[src/lineout_pump_seq_pkg.sv]
`default_nettype none
package lineout_pump_seq_pkg;

	// ****************************************
	// Register indices (byte address = 4 * index)
	// ****************************************
	localparam logic [7:0] IDX_LINEOUT = 8'h5e;
	localparam logic [7:0] IDX_PUMP = 8'h62;
	localparam logic [7:0] IDX_TRACK = 8'h68;
	localparam logic [7:0] IDX_SEQ_SETUP = 8'h6c;
	localparam logic [7:0] IDX_STEP_A = 8'h6d;
	localparam logic [7:0] IDX_STEP_B = 8'h6e;
	localparam logic [7:0] IDX_SEQ_RUN = 8'h6f;
	localparam logic [7:0] IDX_SEQ_STAT = 8'h70;

	// ****************************************
	// Field positions
	// ****************************************
	localparam int LO_INPUT_BIT = 0;
	localparam int LO_MID_BIT = 1;
	localparam int LO_OUT_BIT = 2;
	localparam int PUMP_EN_BIT = 0;
	localparam int TRACK_BIT = 0;
	localparam int SEQ_EN_BIT = 8;
	localparam int SLOT_LSB = 0;
	localparam int STEP_WIDTH_LSB = 12;
	localparam int STEP_POS_LSB = 8;
	localparam int STEP_ADDR_LSB = 0;
	localparam int STEP_EOS_BIT = 14;
	localparam int STEP_DELAY_LSB = 8;
	localparam int STEP_DATA_LSB = 0;
	localparam int RUN_ABORT_BIT = 9;
	localparam int RUN_GO_BIT = 8;
	localparam int RUN_START_LSB = 0;
	localparam int STAT_CUR_LSB = 4;
	localparam int STAT_BUSY_BIT = 0;

	// ****************************************
	// Reset values and sizes
	// ****************************************
	localparam logic [15:0] REG_RESET = 16'h0000;
	localparam int STEP_DEPTH = 32;
	localparam logic [5:0] LAST_RAM_SLOT = 6'h1f;

	// ****************************************
	// Timing
	// ****************************************
	localparam int CLK_PERIOD_NS = 10;
	localparam int STEP_UNIT_NS = 62500;
	localparam int UNIT_CYCLES = STEP_UNIT_NS / CLK_PERIOD_NS;
	localparam logic [15:0] DELAY_BASE_UNITS = 16'h0008;

	// ****************************************
	// Types
	// ****************************************
	typedef struct packed {
		logic eos;
		logic [3:0] delay;
		logic [7:0] data;
		logic [2:0] width;
		logic [3:0] pos;
		logic [7:0] addr;
	} step_t;

	typedef struct packed {
		logic en;
		logic [7:0] idx;
		logic [15:0] data;
		logic [15:0] mask;
	} reg_wr_t;

	typedef enum logic [1:0] {
		SEQ_IDLE,
		SEQ_EXEC,
		SEQ_WAIT
	} seq_state_t;

endpackage
`default_nettype wire

[src/lineout_pump_seq_ctrl_regs.sv]
// Operation
// - Bit 0 input, bit 1 middle stage enable; one enables; both reset zero.
// - Pump register bit 0 enables charge pump control logic; reset zero.
// - Tracking bit zero selects volume-based pump supply; reset state.
// - Tracking bit one selects supply following real-time audio level.
// - Five-bit load slot at bits 4:0; step writes land in that slot.
// - Load slot reaches only writable step entries 0 to 31.
// - Step holds address, width code, LSB position, data, delay, end flag.
// - Go bit starts at start slot 0 to 31, runs to end flag or slot 31, then self-clears.
`timescale 1ns/1ps
`default_nettype none
module lineout_pump_seq_ctrl_regs #(
	parameter int UNIT_CYCLES = lineout_pump_seq_pkg::UNIT_CYCLES
) (
	input wire logic sys_clk_i,
	input wire logic rst_b_i,
	input wire logic [11:0] paddr_i,
	input wire logic psel_i,
	input wire logic penable_i,
	input wire logic pwrite_i,
	input wire logic [31:0] pwdata_i,
	output logic [31:0] prdata_o,
	output logic pready_o,
	output logic pslverr_o,
	output logic right_line_input_stage_en_o,
	output logic right_line_mid_stage_en_o,
	output logic right_line_out_stage_en_o,
	output logic charge_pump_enable_o,
	output logic pump_level_tracking_o,
	output logic sequencer_enable_o,
	output logic sequencer_busy_o
);

	// ****************************************
	// Storage
	// ****************************************
	logic [2:0] lineout;
	logic pump_en, tracking, seq_en, go;
	logic [4:0] load_slot;
	logic [5:0] start_slot, cur_slot;
	lineout_pump_seq_pkg::step_t steps [lineout_pump_seq_pkg::STEP_DEPTH];
	lineout_pump_seq_pkg::seq_state_t state;
	logic [15:0] tick, units;
	logic access, aligned, bus_wr, go_req, abort_req, seq_done;
	logic [7:0] idx;
	lineout_pump_seq_pkg::step_t cur_step;
	lineout_pump_seq_pkg::reg_wr_t wr;

	// ****************************************
	// Decoding
	// ****************************************
	function automatic logic is_mapped(input logic [7:0] i);
		is_mapped = (i == lineout_pump_seq_pkg::IDX_LINEOUT) ||
			(i == lineout_pump_seq_pkg::IDX_PUMP) ||
			(i == lineout_pump_seq_pkg::IDX_TRACK) ||
			(i == lineout_pump_seq_pkg::IDX_SEQ_SETUP) ||
			(i == lineout_pump_seq_pkg::IDX_STEP_A) ||
			(i == lineout_pump_seq_pkg::IDX_STEP_B) ||
			(i == lineout_pump_seq_pkg::IDX_SEQ_RUN) ||
			(i == lineout_pump_seq_pkg::IDX_SEQ_STAT);
	endfunction
	// Masked field update shared by bus and sequencer writes
	function automatic logic merge(input logic old,
		input lineout_pump_seq_pkg::reg_wr_t w, input int bitpos);
		merge = w.mask[bitpos] ? w.data[bitpos] : old;
	endfunction
	assign access = psel_i && penable_i;
	assign idx = paddr_i[9:2];
	assign aligned = (paddr_i[1:0] == 2'b00) && (paddr_i[11:10] == 2'b00);
	// Bus writes are locked out while a sequence runs, except abort
	assign bus_wr = access && pready_o && pwrite_i && aligned &&
		(!sequencer_busy_o || idx == lineout_pump_seq_pkg::IDX_SEQ_RUN);
	assign go_req = bus_wr && idx == lineout_pump_seq_pkg::IDX_SEQ_RUN &&
		pwdata_i[lineout_pump_seq_pkg::RUN_GO_BIT] && seq_en &&
		state == lineout_pump_seq_pkg::SEQ_IDLE;
	assign abort_req = (bus_wr &&
		idx == lineout_pump_seq_pkg::IDX_SEQ_RUN &&
		pwdata_i[lineout_pump_seq_pkg::RUN_ABORT_BIT]) || !seq_en;
	assign cur_step = steps[cur_slot[4:0]];

	// ****************************************
	// Write source select
	// ****************************************
	always_comb begin
		wr.en = 1'b0;
		wr.idx = idx;
		wr.data = pwdata_i[15:0];
		wr.mask = 16'hffff;
		if (state == lineout_pump_seq_pkg::SEQ_EXEC) begin
			// Step writes a width+1 bit field at its LSB position
			wr.en = 1'b1;
			wr.idx = cur_step.addr;
			wr.mask = 16'((17'h00002 << cur_step.width) - 17'h00001)
				<< cur_step.pos;
			wr.data = 16'({8'h00, cur_step.data} << cur_step.pos);
		end else if (bus_wr) begin
			wr.en = 1'b1;
		end
	end

	// ****************************************
	// Control registers
	// ****************************************
	always_ff @(posedge sys_clk_i or negedge rst_b_i) begin
		if (!rst_b_i) begin
			lineout <= lineout_pump_seq_pkg::REG_RESET[2:0];
		end else if (wr.en && wr.idx == lineout_pump_seq_pkg::IDX_LINEOUT) begin
			lineout[0] <= merge(lineout[0], wr,
				lineout_pump_seq_pkg::LO_INPUT_BIT);
			lineout[1] <= merge(lineout[1], wr,
				lineout_pump_seq_pkg::LO_MID_BIT);
			lineout[2] <= merge(lineout[2], wr,
				lineout_pump_seq_pkg::LO_OUT_BIT);
		end
	end

	always_ff @(posedge sys_clk_i or negedge rst_b_i) begin
		if (!rst_b_i) begin
			pump_en <= lineout_pump_seq_pkg::REG_RESET[0];
		end else if (wr.en && wr.idx == lineout_pump_seq_pkg::IDX_PUMP) begin
			pump_en <= merge(pump_en, wr,
				lineout_pump_seq_pkg::PUMP_EN_BIT);
		end
	end

	// Zero means volume-based supply, one means level tracking
	always_ff @(posedge sys_clk_i or negedge rst_b_i) begin
		if (!rst_b_i) begin
			tracking <= lineout_pump_seq_pkg::REG_RESET[0];
		end else if (wr.en && wr.idx == lineout_pump_seq_pkg::IDX_TRACK) begin
			tracking <= merge(tracking, wr,
				lineout_pump_seq_pkg::TRACK_BIT);
		end
	end

	always_ff @(posedge sys_clk_i or negedge rst_b_i) begin
		if (!rst_b_i) begin
			seq_en <= lineout_pump_seq_pkg::REG_RESET[0];
			load_slot <= lineout_pump_seq_pkg::REG_RESET[4:0];
		end else if (wr.en &&
			wr.idx == lineout_pump_seq_pkg::IDX_SEQ_SETUP) begin
			seq_en <= merge(seq_en, wr,
				lineout_pump_seq_pkg::SEQ_EN_BIT);
			// Five bits wide, so only slots 0 to 31 are reachable
			for (int b = 0; b < 5; b++) begin
				load_slot[b] <= merge(load_slot[b], wr,
					lineout_pump_seq_pkg::SLOT_LSB + b);
			end
		end
	end

	// ****************************************
	// Step memory
	// ****************************************
	always_ff @(posedge sys_clk_i or negedge rst_b_i) begin
		if (!rst_b_i) begin
			for (int i = 0; i < lineout_pump_seq_pkg::STEP_DEPTH; i++) begin
				steps[i] <= '0;
			end
		end else if (bus_wr && idx == lineout_pump_seq_pkg::IDX_STEP_A) begin
			steps[load_slot].width <=
				pwdata_i[lineout_pump_seq_pkg::STEP_WIDTH_LSB +: 3];
			steps[load_slot].pos <=
				pwdata_i[lineout_pump_seq_pkg::STEP_POS_LSB +: 4];
			steps[load_slot].addr <=
				pwdata_i[lineout_pump_seq_pkg::STEP_ADDR_LSB +: 8];
		end else if (bus_wr && idx == lineout_pump_seq_pkg::IDX_STEP_B) begin
			steps[load_slot].eos <=
				pwdata_i[lineout_pump_seq_pkg::STEP_EOS_BIT];
			steps[load_slot].delay <=
				pwdata_i[lineout_pump_seq_pkg::STEP_DELAY_LSB +: 4];
			steps[load_slot].data <=
				pwdata_i[lineout_pump_seq_pkg::STEP_DATA_LSB +: 8];
		end
	end

	// ****************************************
	// Sequencer run control
	// ****************************************
	always_ff @(posedge sys_clk_i or negedge rst_b_i) begin
		if (!rst_b_i) begin
			start_slot <= lineout_pump_seq_pkg::REG_RESET[5:0];
		end else if (bus_wr && idx == lineout_pump_seq_pkg::IDX_SEQ_RUN &&
			state == lineout_pump_seq_pkg::SEQ_IDLE) begin
			start_slot <= pwdata_i[lineout_pump_seq_pkg::RUN_START_LSB +: 6];
		end
	end

	always_ff @(posedge sys_clk_i or negedge rst_b_i) begin
		if (!rst_b_i) begin
			go <= 1'b0;
		end else if (go_req) begin
			go <= 1'b1;
		end else if (seq_done) begin
			go <= 1'b0;
		end
	end

	// Slots above 31 hold no stored steps here, so such a run ends at once
	always_comb begin
		seq_done = 1'b0;
		if (go && state != lineout_pump_seq_pkg::SEQ_IDLE && abort_req) begin
			seq_done = 1'b1;
		end else if (state == lineout_pump_seq_pkg::SEQ_WAIT &&
			units == 16'h0001 && tick == 16'(UNIT_CYCLES - 1) &&
			(cur_step.eos || cur_slot == lineout_pump_seq_pkg::LAST_RAM_SLOT)) begin
			seq_done = 1'b1;
		end else if (go && state == lineout_pump_seq_pkg::SEQ_IDLE &&
			!go_req) begin
			seq_done = 1'b1;
		end
	end

	always_ff @(posedge sys_clk_i or negedge rst_b_i) begin
		if (!rst_b_i) begin
			state <= lineout_pump_seq_pkg::SEQ_IDLE;
			cur_slot <= 6'h00;
			tick <= 16'h0000;
			units <= 16'h0000;
		end else if (seq_done) begin
			state <= lineout_pump_seq_pkg::SEQ_IDLE;
		end else begin
			unique case (state)
				lineout_pump_seq_pkg::SEQ_IDLE: begin
					if (go_req && pwdata_i[5] == 1'b0) begin
						cur_slot <= pwdata_i[5:0];
						state <= lineout_pump_seq_pkg::SEQ_EXEC;
					end
				end
				lineout_pump_seq_pkg::SEQ_EXEC: begin
					// Step time counts its own execution cycle
					tick <= 16'h0001;
					units <= (16'h0001 << cur_step.delay) +
						lineout_pump_seq_pkg::DELAY_BASE_UNITS;
					state <= lineout_pump_seq_pkg::SEQ_WAIT;
				end
				lineout_pump_seq_pkg::SEQ_WAIT: begin
					if (tick == 16'(UNIT_CYCLES - 1)) begin
						tick <= 16'h0000;
						units <= units - 16'h0001;
						if (units == 16'h0001) begin
							cur_slot <= cur_slot + 6'h01;
							state <= lineout_pump_seq_pkg::SEQ_EXEC;
						end
					end else begin
						tick <= tick + 16'h0001;
					end
				end
			endcase
		end
	end

	// ****************************************
	// APB slave, one wait state
	// ****************************************
	always_ff @(posedge sys_clk_i or negedge rst_b_i) begin
		if (!rst_b_i) begin
			pready_o <= 1'b0;
			pslverr_o <= 1'b0;
			prdata_o <= 32'h0000_0000;
		end else begin
			pready_o <= access && !pready_o;
			pslverr_o <= access && !pready_o && !(aligned && is_mapped(idx));
			prdata_o <= 32'h0000_0000;
			if (access && !pready_o && aligned && !pwrite_i) begin
				unique case (idx)
					lineout_pump_seq_pkg::IDX_LINEOUT:
						prdata_o[2:0] <= lineout;
					lineout_pump_seq_pkg::IDX_PUMP:
						prdata_o[lineout_pump_seq_pkg::PUMP_EN_BIT] <= pump_en;
					lineout_pump_seq_pkg::IDX_TRACK:
						prdata_o[lineout_pump_seq_pkg::TRACK_BIT] <= tracking;
					lineout_pump_seq_pkg::IDX_SEQ_SETUP: begin
						prdata_o[lineout_pump_seq_pkg::SEQ_EN_BIT] <= seq_en;
						prdata_o[lineout_pump_seq_pkg::SLOT_LSB +: 5] <= load_slot;
					end
					lineout_pump_seq_pkg::IDX_STEP_A: begin
						prdata_o[lineout_pump_seq_pkg::STEP_WIDTH_LSB +: 3] <=
							steps[load_slot].width;
						prdata_o[lineout_pump_seq_pkg::STEP_POS_LSB +: 4] <=
							steps[load_slot].pos;
						prdata_o[lineout_pump_seq_pkg::STEP_ADDR_LSB +: 8] <=
							steps[load_slot].addr;
					end
					lineout_pump_seq_pkg::IDX_STEP_B: begin
						prdata_o[lineout_pump_seq_pkg::STEP_EOS_BIT] <=
							steps[load_slot].eos;
						prdata_o[lineout_pump_seq_pkg::STEP_DELAY_LSB +: 4] <=
							steps[load_slot].delay;
						prdata_o[lineout_pump_seq_pkg::STEP_DATA_LSB +: 8] <=
							steps[load_slot].data;
					end
					lineout_pump_seq_pkg::IDX_SEQ_RUN: begin
						prdata_o[lineout_pump_seq_pkg::RUN_GO_BIT] <= go;
						prdata_o[lineout_pump_seq_pkg::RUN_START_LSB +: 6] <=
							start_slot;
					end
					lineout_pump_seq_pkg::IDX_SEQ_STAT: begin
						prdata_o[lineout_pump_seq_pkg::STAT_CUR_LSB +: 6] <=
							cur_slot;
						prdata_o[lineout_pump_seq_pkg::STAT_BUSY_BIT] <=
							sequencer_busy_o;
					end
					default: prdata_o <= 32'h0000_0000;
				endcase
			end
		end
	end

	// ****************************************
	// Outputs
	// ****************************************
	always_ff @(posedge sys_clk_i or negedge rst_b_i) begin
		if (!rst_b_i) begin
			right_line_input_stage_en_o <= 1'b0;
			right_line_mid_stage_en_o <= 1'b0;
			right_line_out_stage_en_o <= 1'b0;
			charge_pump_enable_o <= 1'b0;
			pump_level_tracking_o <= 1'b0;
			sequencer_enable_o <= 1'b0;
			sequencer_busy_o <= 1'b0;
		end else begin
			right_line_input_stage_en_o <= lineout[0];
			right_line_mid_stage_en_o <= lineout[1];
			right_line_out_stage_en_o <= lineout[2];
			charge_pump_enable_o <= pump_en;
			pump_level_tracking_o <= tracking;
			sequencer_enable_o <= seq_en;
			sequencer_busy_o <= go_req ||
				(state != lineout_pump_seq_pkg::SEQ_IDLE && !seq_done);
		end
	end

endmodule
`default_nettype wire

[config.mk]
export PLATFORM = sky130hd
export DESIGN_NAME = lineout_pump_seq_ctrl_regs
export DESIGN_NICKNAME = d
export VERILOG_FILES = /design/src/lineout_pump_seq_pkg.sv /design/src/lineout_pump_seq_ctrl_regs.sv
export SDC_FILE = /design/constraint.sdc
export NUM_CORES = 2
export LEC_CHECK = 0
export BUFFER_PORTS_ARGS = -buffer_cell sky130_fd_sc_hd__buf_2
export CAP_MARGIN = 5
export CORE_MARGIN = 2
export CORE_UTILIZATION = 50
export DETAILED_ROUTE_END_ITERATION = 7
export PLACE_DENSITY = 0.71
export SYNTH_ARGS = -nofsm -noshare
export SYNTH_HDL_FRONTEND = slang
export SYNTH_SLANG_ARGS = --single-unit
[constraint.sdc]
create_clock -name sys_clk_i -period 6.49 [get_ports sys_clk_i]
set_input_delay 0.3245 -clock sys_clk_i [delete_from_list [all_inputs] [get_ports sys_clk_i]]
set_output_delay 0.3245 -clock sys_clk_i [all_outputs]
set_load 0.01 [all_outputs]
# After elaboration in Yosys (flattened, before gate mapping)
# Index checks and enable logic that the tools add are counted.
# word_totals
elab_cells,391
inputBits,49
reg_bits,995
# op_classes
n_addsub,5
magnitude_cmp,3
n_bitwise,4
mux,59
eq_ne,23
shifts,4
n_reduce_logical,74
# op_table
operator,n
bitwise mux 896 bit,6
two-way mux 896 bit,2
demux 28 bit (select 5 bit),6
binary-select mux 28 bit (select 5 bit),2
two-way mux 28 bit,5
equality test 8 x 7 -> 1 bit (second input constant),12
case mux 16 bit (2 select lines),2
two-way mux 40 bit,1
logical AND 1 bit,33
two-way mux 16 bit,2
subtractor 16 x 1 -> 16 bit (second input constant),2
two-way mux 15 bit,2
two-way mux 27 bit,1
AND reduction 2 bit,12
two-way mux 23 bit,1
two-way mux 6 bit,3
adder 16 x 1 -> 16 bit (second input constant),1
adder 16 x 4 -> 16 bit (second input constant),1
equality test 16 x 1 -> 1 bit (second input constant),1
equality test 16 x 13 -> 1 bit (second input constant),1
<< shifter 1 x 4 -> 16 bit (first input constant),1
<< shifter 16 x 4 -> 16 bit,1
<< shifter 2 x 3 -> 16 bit (first input constant),1
<< shifter 8 x 4 -> 16 bit,1
29 further kinds,72

# Logic depth before layout (Yosys ltp)
# depth
ltp_word,17
ltp_mapped,18
ltp_nobuf,12

# Least setup slack after synthesis
# Ideal clock, no wire load.
# synth_timing
path_kind,reg-to-reg
start,register cur_slot[1]
end,register units[5]
setup_ps,127
n_path_buf,6
path_stages_with_launch,16
synth_period_minus_slack_ps,3655
setup_slack_ps,2835
arrival_ps,3528
cell_sequence,dfrtp_1 > buf_2 > buf_6 > buf_4 > buf_2 > clkbuf_1 > buf_1 > mux4_2 > mux4_2 > mux2i_1 > nand2_1 > nor2_1 > ha_1 > xor2_1 > a222oi_1 > inv_1
# synth_between
elab_chain_len,10
elab_cells_between_ends,14
cone_classes,1 x add/sub; 1 x eq/ne; 1 x shift; 6 x mux; 2 x bitwise; 3 x reduce/logical
# synth_lines
element,line,source
"start, declared",lineout_pump_seq_ctrl_regs.sv:40,"logic [5:0] start_slot, cur_slot;"
"start signal, assigned",lineout_pump_seq_ctrl_regs.sv:226,cur_slot <= pwdata_i[5:0];
"start signal, assigned",lineout_pump_seq_ctrl_regs.sv:242,cur_slot <= cur_slot + 6'h01;
"parallel branches: the longest is 10 deep, another holds adder 16 x 4 -> 16 bit",n/a,
"end signal, assigned",lineout_pump_seq_ctrl_regs.sv:233,units <= (16'h0001 << cur_step.delay) +
"end signal, assigned",lineout_pump_seq_ctrl_regs.sv:240,units <= units - 16'h0001;
"end, declared",lineout_pump_seq_ctrl_regs.sv:43,"logic [15:0] tick, units;"
# Parallel ways; which one is timed is not known. The select of a mux whose other input is x is not followed.
# A chain may end at the register's enable or synchronous reset.

# Worst setup path after layout
# layout_timing
start,register cur_slot[0]
end,register seq_en
# layout_between
elab_chain_len,9
elab_cells_between_ends,12
cone_classes,1 x add/sub; 1 x eq/ne; 3 x shift; 4 x mux; 1 x bitwise; 2 x reduce/logical
# layout_lines
element,line,source
NOT 5 -> 6 bit (not written as such) *,lineout_pump_seq_ctrl_regs.sv:79,assign cur_step = steps[cur_slot[4:0]];
binary-select mux 28 bit (select 5 bit) *,lineout_pump_seq_ctrl_regs.sv:79,
two-way mux 28 bit (not written as such) * (2 in a row),lineout_pump_seq_ctrl_regs.sv:79,
<< shifter 2 x 3 -> 16 bit,lineout_pump_seq_ctrl_regs.sv:93,wr.mask = 16'((17'h00002 << cur_step.width) - 17'h00001)
subtractor 16 x 1 -> 16 bit,lineout_pump_seq_ctrl_regs.sv:93,
<< shifter 16 x 4 -> 16 bit,lineout_pump_seq_ctrl_regs.sv:93,
two-way mux 40 bit *,lineout_pump_seq_ctrl_regs.sv:89,if (state == lineout_pump_seq_pkg::SEQ_EXEC) begin
AND reduction 2 bit (no line),n/a,
"end signal, assigned",lineout_pump_seq_ctrl_regs.sv:138,seq_en <= lineout_pump_seq_pkg::REG_RESET[0];
"end signal, assigned",lineout_pump_seq_ctrl_regs.sv:142,"seq_en <= merge(seq_en, wr,"
"end, declared",lineout_pump_seq_ctrl_regs.sv:38,"logic pump_en, tracking, seq_en, go;"
# Every way passes the cells marked *; elsewhere a longest branch is shown, timed or not. The select of a mux whose other input is x is not followed.

==> results_dict.tcl <==
set metrics [dict create \
    status "completed" \
    holdPathStages 5 \
    drt-pass1-iter-count 6 \
    max_cap_viol_count 0 \
    swShare_pct 22.34 \
    synth_most_common_cell "dfrtp_1" \
    synthCells 3685 \
    area_delta_synth_final_pct 9.433 \
    avgSynthCellArea_um2 14.09 \
    clock_power_share_pct 47.9 \
    core_area_mm2 0.1033 \
    gp_congestion 0.8984 \
    combinationalPowerShare_pct 2.3 \
    initial_utilization_pct 50.26 \
    hpwl_um 95040 \
    antenna_left 0 \
    ios 90 \
    yosys-top-cells-area "dfrtp_1 (47%), mux4_2 (19%), mux2_2 (19%)" \
    worstRegToRegCells 10 \
    end_kind "flop" \
    drt-vias-per-instance 6.875 \
    syn_area_mm2 0.05194 \
    antenna_found_initial 6 \
    met2_usage_pct 45.09 \
    utilization_pct 55.00 \
    cp.required_ns 7.05 \
    clockRootBuffer "clkbuf_16" \
    clock_skew_ns 0.02928 \
    final_nets 3680 \
    synth_top_flop_cell "dfrtp_1" \
    fillCellCount 8344 \
    met3_usage_pct 8.775 \
    finalSetupViolCount 0 \
    synth_seq_area_share_pct 47.12 \
    route.detailed.drc 0 \
    min_path_type "in -> reg" \
    io_buffers 55 \
    tightest_slew_ns 1.329 \
    fin_tns_setup_ns 0 \
    cts.sinks 978 \
    slew_headroom_pct 11.17 \
    cts_tree "yes" \
    yosysWarnings 0 \
    rsz0062_at_grt "false" \
    drt_iter0_markers 4270 \
    period_needed_ns 5.004 \
    internal_power_mw 9.501 \
    path_class "reg -> reg" \
    cp.arrival_ns 5.56 \
    cts_setup_buffers 0 \
    num_rows 118 \
    ir_worst_vdd_mv 0.1895 \
    clk_pin_slew_ns 0.06 \
    power.leakage_nw 26.03 \
    cts_buffer_depth 3 \
    use_met1_pct 40.08 \
    die_area_mm2 0.1065 \
    net-switching-power_mw 2.733 \
    grt-busiest-layer "met2" \
    worstSetupStartpointType "flop" \
    ctsHoldBuffers 7 \
    grt.total_usage_pct 29.85 \
    fmax_mhz 199.8 \
    die_height_um 326.3 \
    synth_cell_types 74 \
    yosysTopAreaCell "dfrtp_1" \
    clock_latency_ns 0.69 \
    period_share_pct 77.10 \
    power_density_mw_per_mm2 215.2 \
    yosysTopAreaCellShare_pct 47.12 \
    gr-total-overflow 0 \
    drt-total-wl_um 158700 \
    synthArstFlopShare_pct 100.0 \
    ys_ff_latch 978 \
    grt_pass1_vias 34900 \
    slew_violations 0 \
    cp_max_fo 54 \
    grt_max_degree 179 \
    hold_violations 0 \
    htreeDepth 3 \
    drive_gt1_share_pct 44.64 \
    grt_pass1_wl_um 234800 \
    synth_common_cells "dfrtp_1 (978), mux2_2 (855), mux4_2 (436)" \
    cts_buffers 101 \
    wire_per_inst_um 31.25 \
    num_vias 34910 \
    synth_edf_count 0 \
    die_w_um 326.3 \
    seqPwrFrac_pct 49.9 \
    cts_resized 0 \
]
[routing by layer]
| metal | vias up | wire [um] |
|---|---|---|
| met5 | - | 27 |
| met4 | 4 | 8325 |
| met3 | 439 | 17870 |
| met2 | 1935 | 71700 |
| met1 | 18480 | 60740 |
| li1 | 14050 | - |
[logic make-up after synthesis]
group / synth area share [%]
adders and majority gates: 0.2409
AOI/OAI and AO/OA: 5.630
muxes: 38.77
other: 0.007220
and+or+nand+nor: 4.690
xor gates and xnor gates: 0.1686
buffers and inverters: 3.370
DFF: 47.12
[registers in the layout, summed over array words and instances, names as in the netlist, 2 cells and up]
register and flops:
start_slot 6, steps 896, load_slot 5, prdata_o 15
cur_slot 6, state 2, lineout 3, tick 16
units 16
[power by group through the flow]
stage	Combinational (mW)	Clock [mW]	Sequential [mW]
after floorplan	0.0951	0	6.21
after global placement	0.280	0	6.21
after detailed placement	0.279	0	6.21
after CTS	0.283	5.92	6.10
after global routing	0.312	6.17	6.10
final	0.278	5.86	6.10
[path summary, 6_finish.rpt]
kind | slack (ns) | start | to
max in group asynchronous | 4.53 | rst_b_i | steps[513]
setup / recovery | 1.49 | cur_slot[0] | seq_en
hold reg to reg | 0.49 | start_slot[2] | start_slot[2]
min in group asynchronous | 0.31 | rst_b_i | units[2]
setup reg to reg | 1.49 | cur_slot[0] | seq_en
hold / removal | 0.14 | pwrite_i | prdata_o[3]
[critical path, cell delays in order (launching register included)]
cell     delay (ns)
dfrtp_4        1.17
buf_4          0.45
mux4_2         0.55
mux2_2         0.29
nor3_1         0.14
a221o_1        0.90
and3_1         0.40
o22ai_1        0.14
nor2b_1        0.17
o32a_1         0.32
mux2_2         0.26
[per-stage QoR]
step	power (mW)	instances	hold slack, ns	worst slack [ns]	cell area, um^2
floorplan	6.308	3701	0.02891	2.835	52000
global placement	6.492	4891	0.4631	1.636	53470
detailed placement	6.491	4891	0.4687	1.634	53470
CTS	12.31	5076	0.1000	1.576	56830
global route	12.58	5077	0.1246	1.264	56840
finish	12.23	5078	0.1351	1.486	56840
[placed cells by master, fill, tap and decap left out, drive strengths merged, types with 6 or more instances in the layout]
cell           n
nor3b          9
clkbuf       152
conb          17
a31oi         16
ha            10
a22oi        126
nand2b        20
o31ai          8
o21ai        115
dfrtp        978
mux2i         68
buf          172
nand4         38
and2          13
nor2          65
nor3          43
o2111ai       10
a221o          8
nand2        219
dlygate4sd3    7
o221ai        12
o22ai         17
nand3         22
xor2           8
a221oi         8
mux2         856
clkinv        19
mux4         436
a22o           6
inv           32
nor2b         21
or3           10
a21oi         46
and3          10
[final cells by class]
cell class / instances / area (um^2) / area share (%)
Antenna cell: 2 / 5.005 / 0.008805
Clock buffer: 152 / 3033 / 5.336
Clock inverter: 26 / 259.0 / 0.4557
Inverter: 30 / 112.6 / 0.1981
Multi-Input combinational cell: 2331 / 25830 / 45.45
Sequential cell: 978 / 24500 / 43.10
Tap cell: 1380 / 1727 / 3.038
Timing Repair Buffer: 179 / 1371 / 2.413
Power figures use the tool's default switching activity.
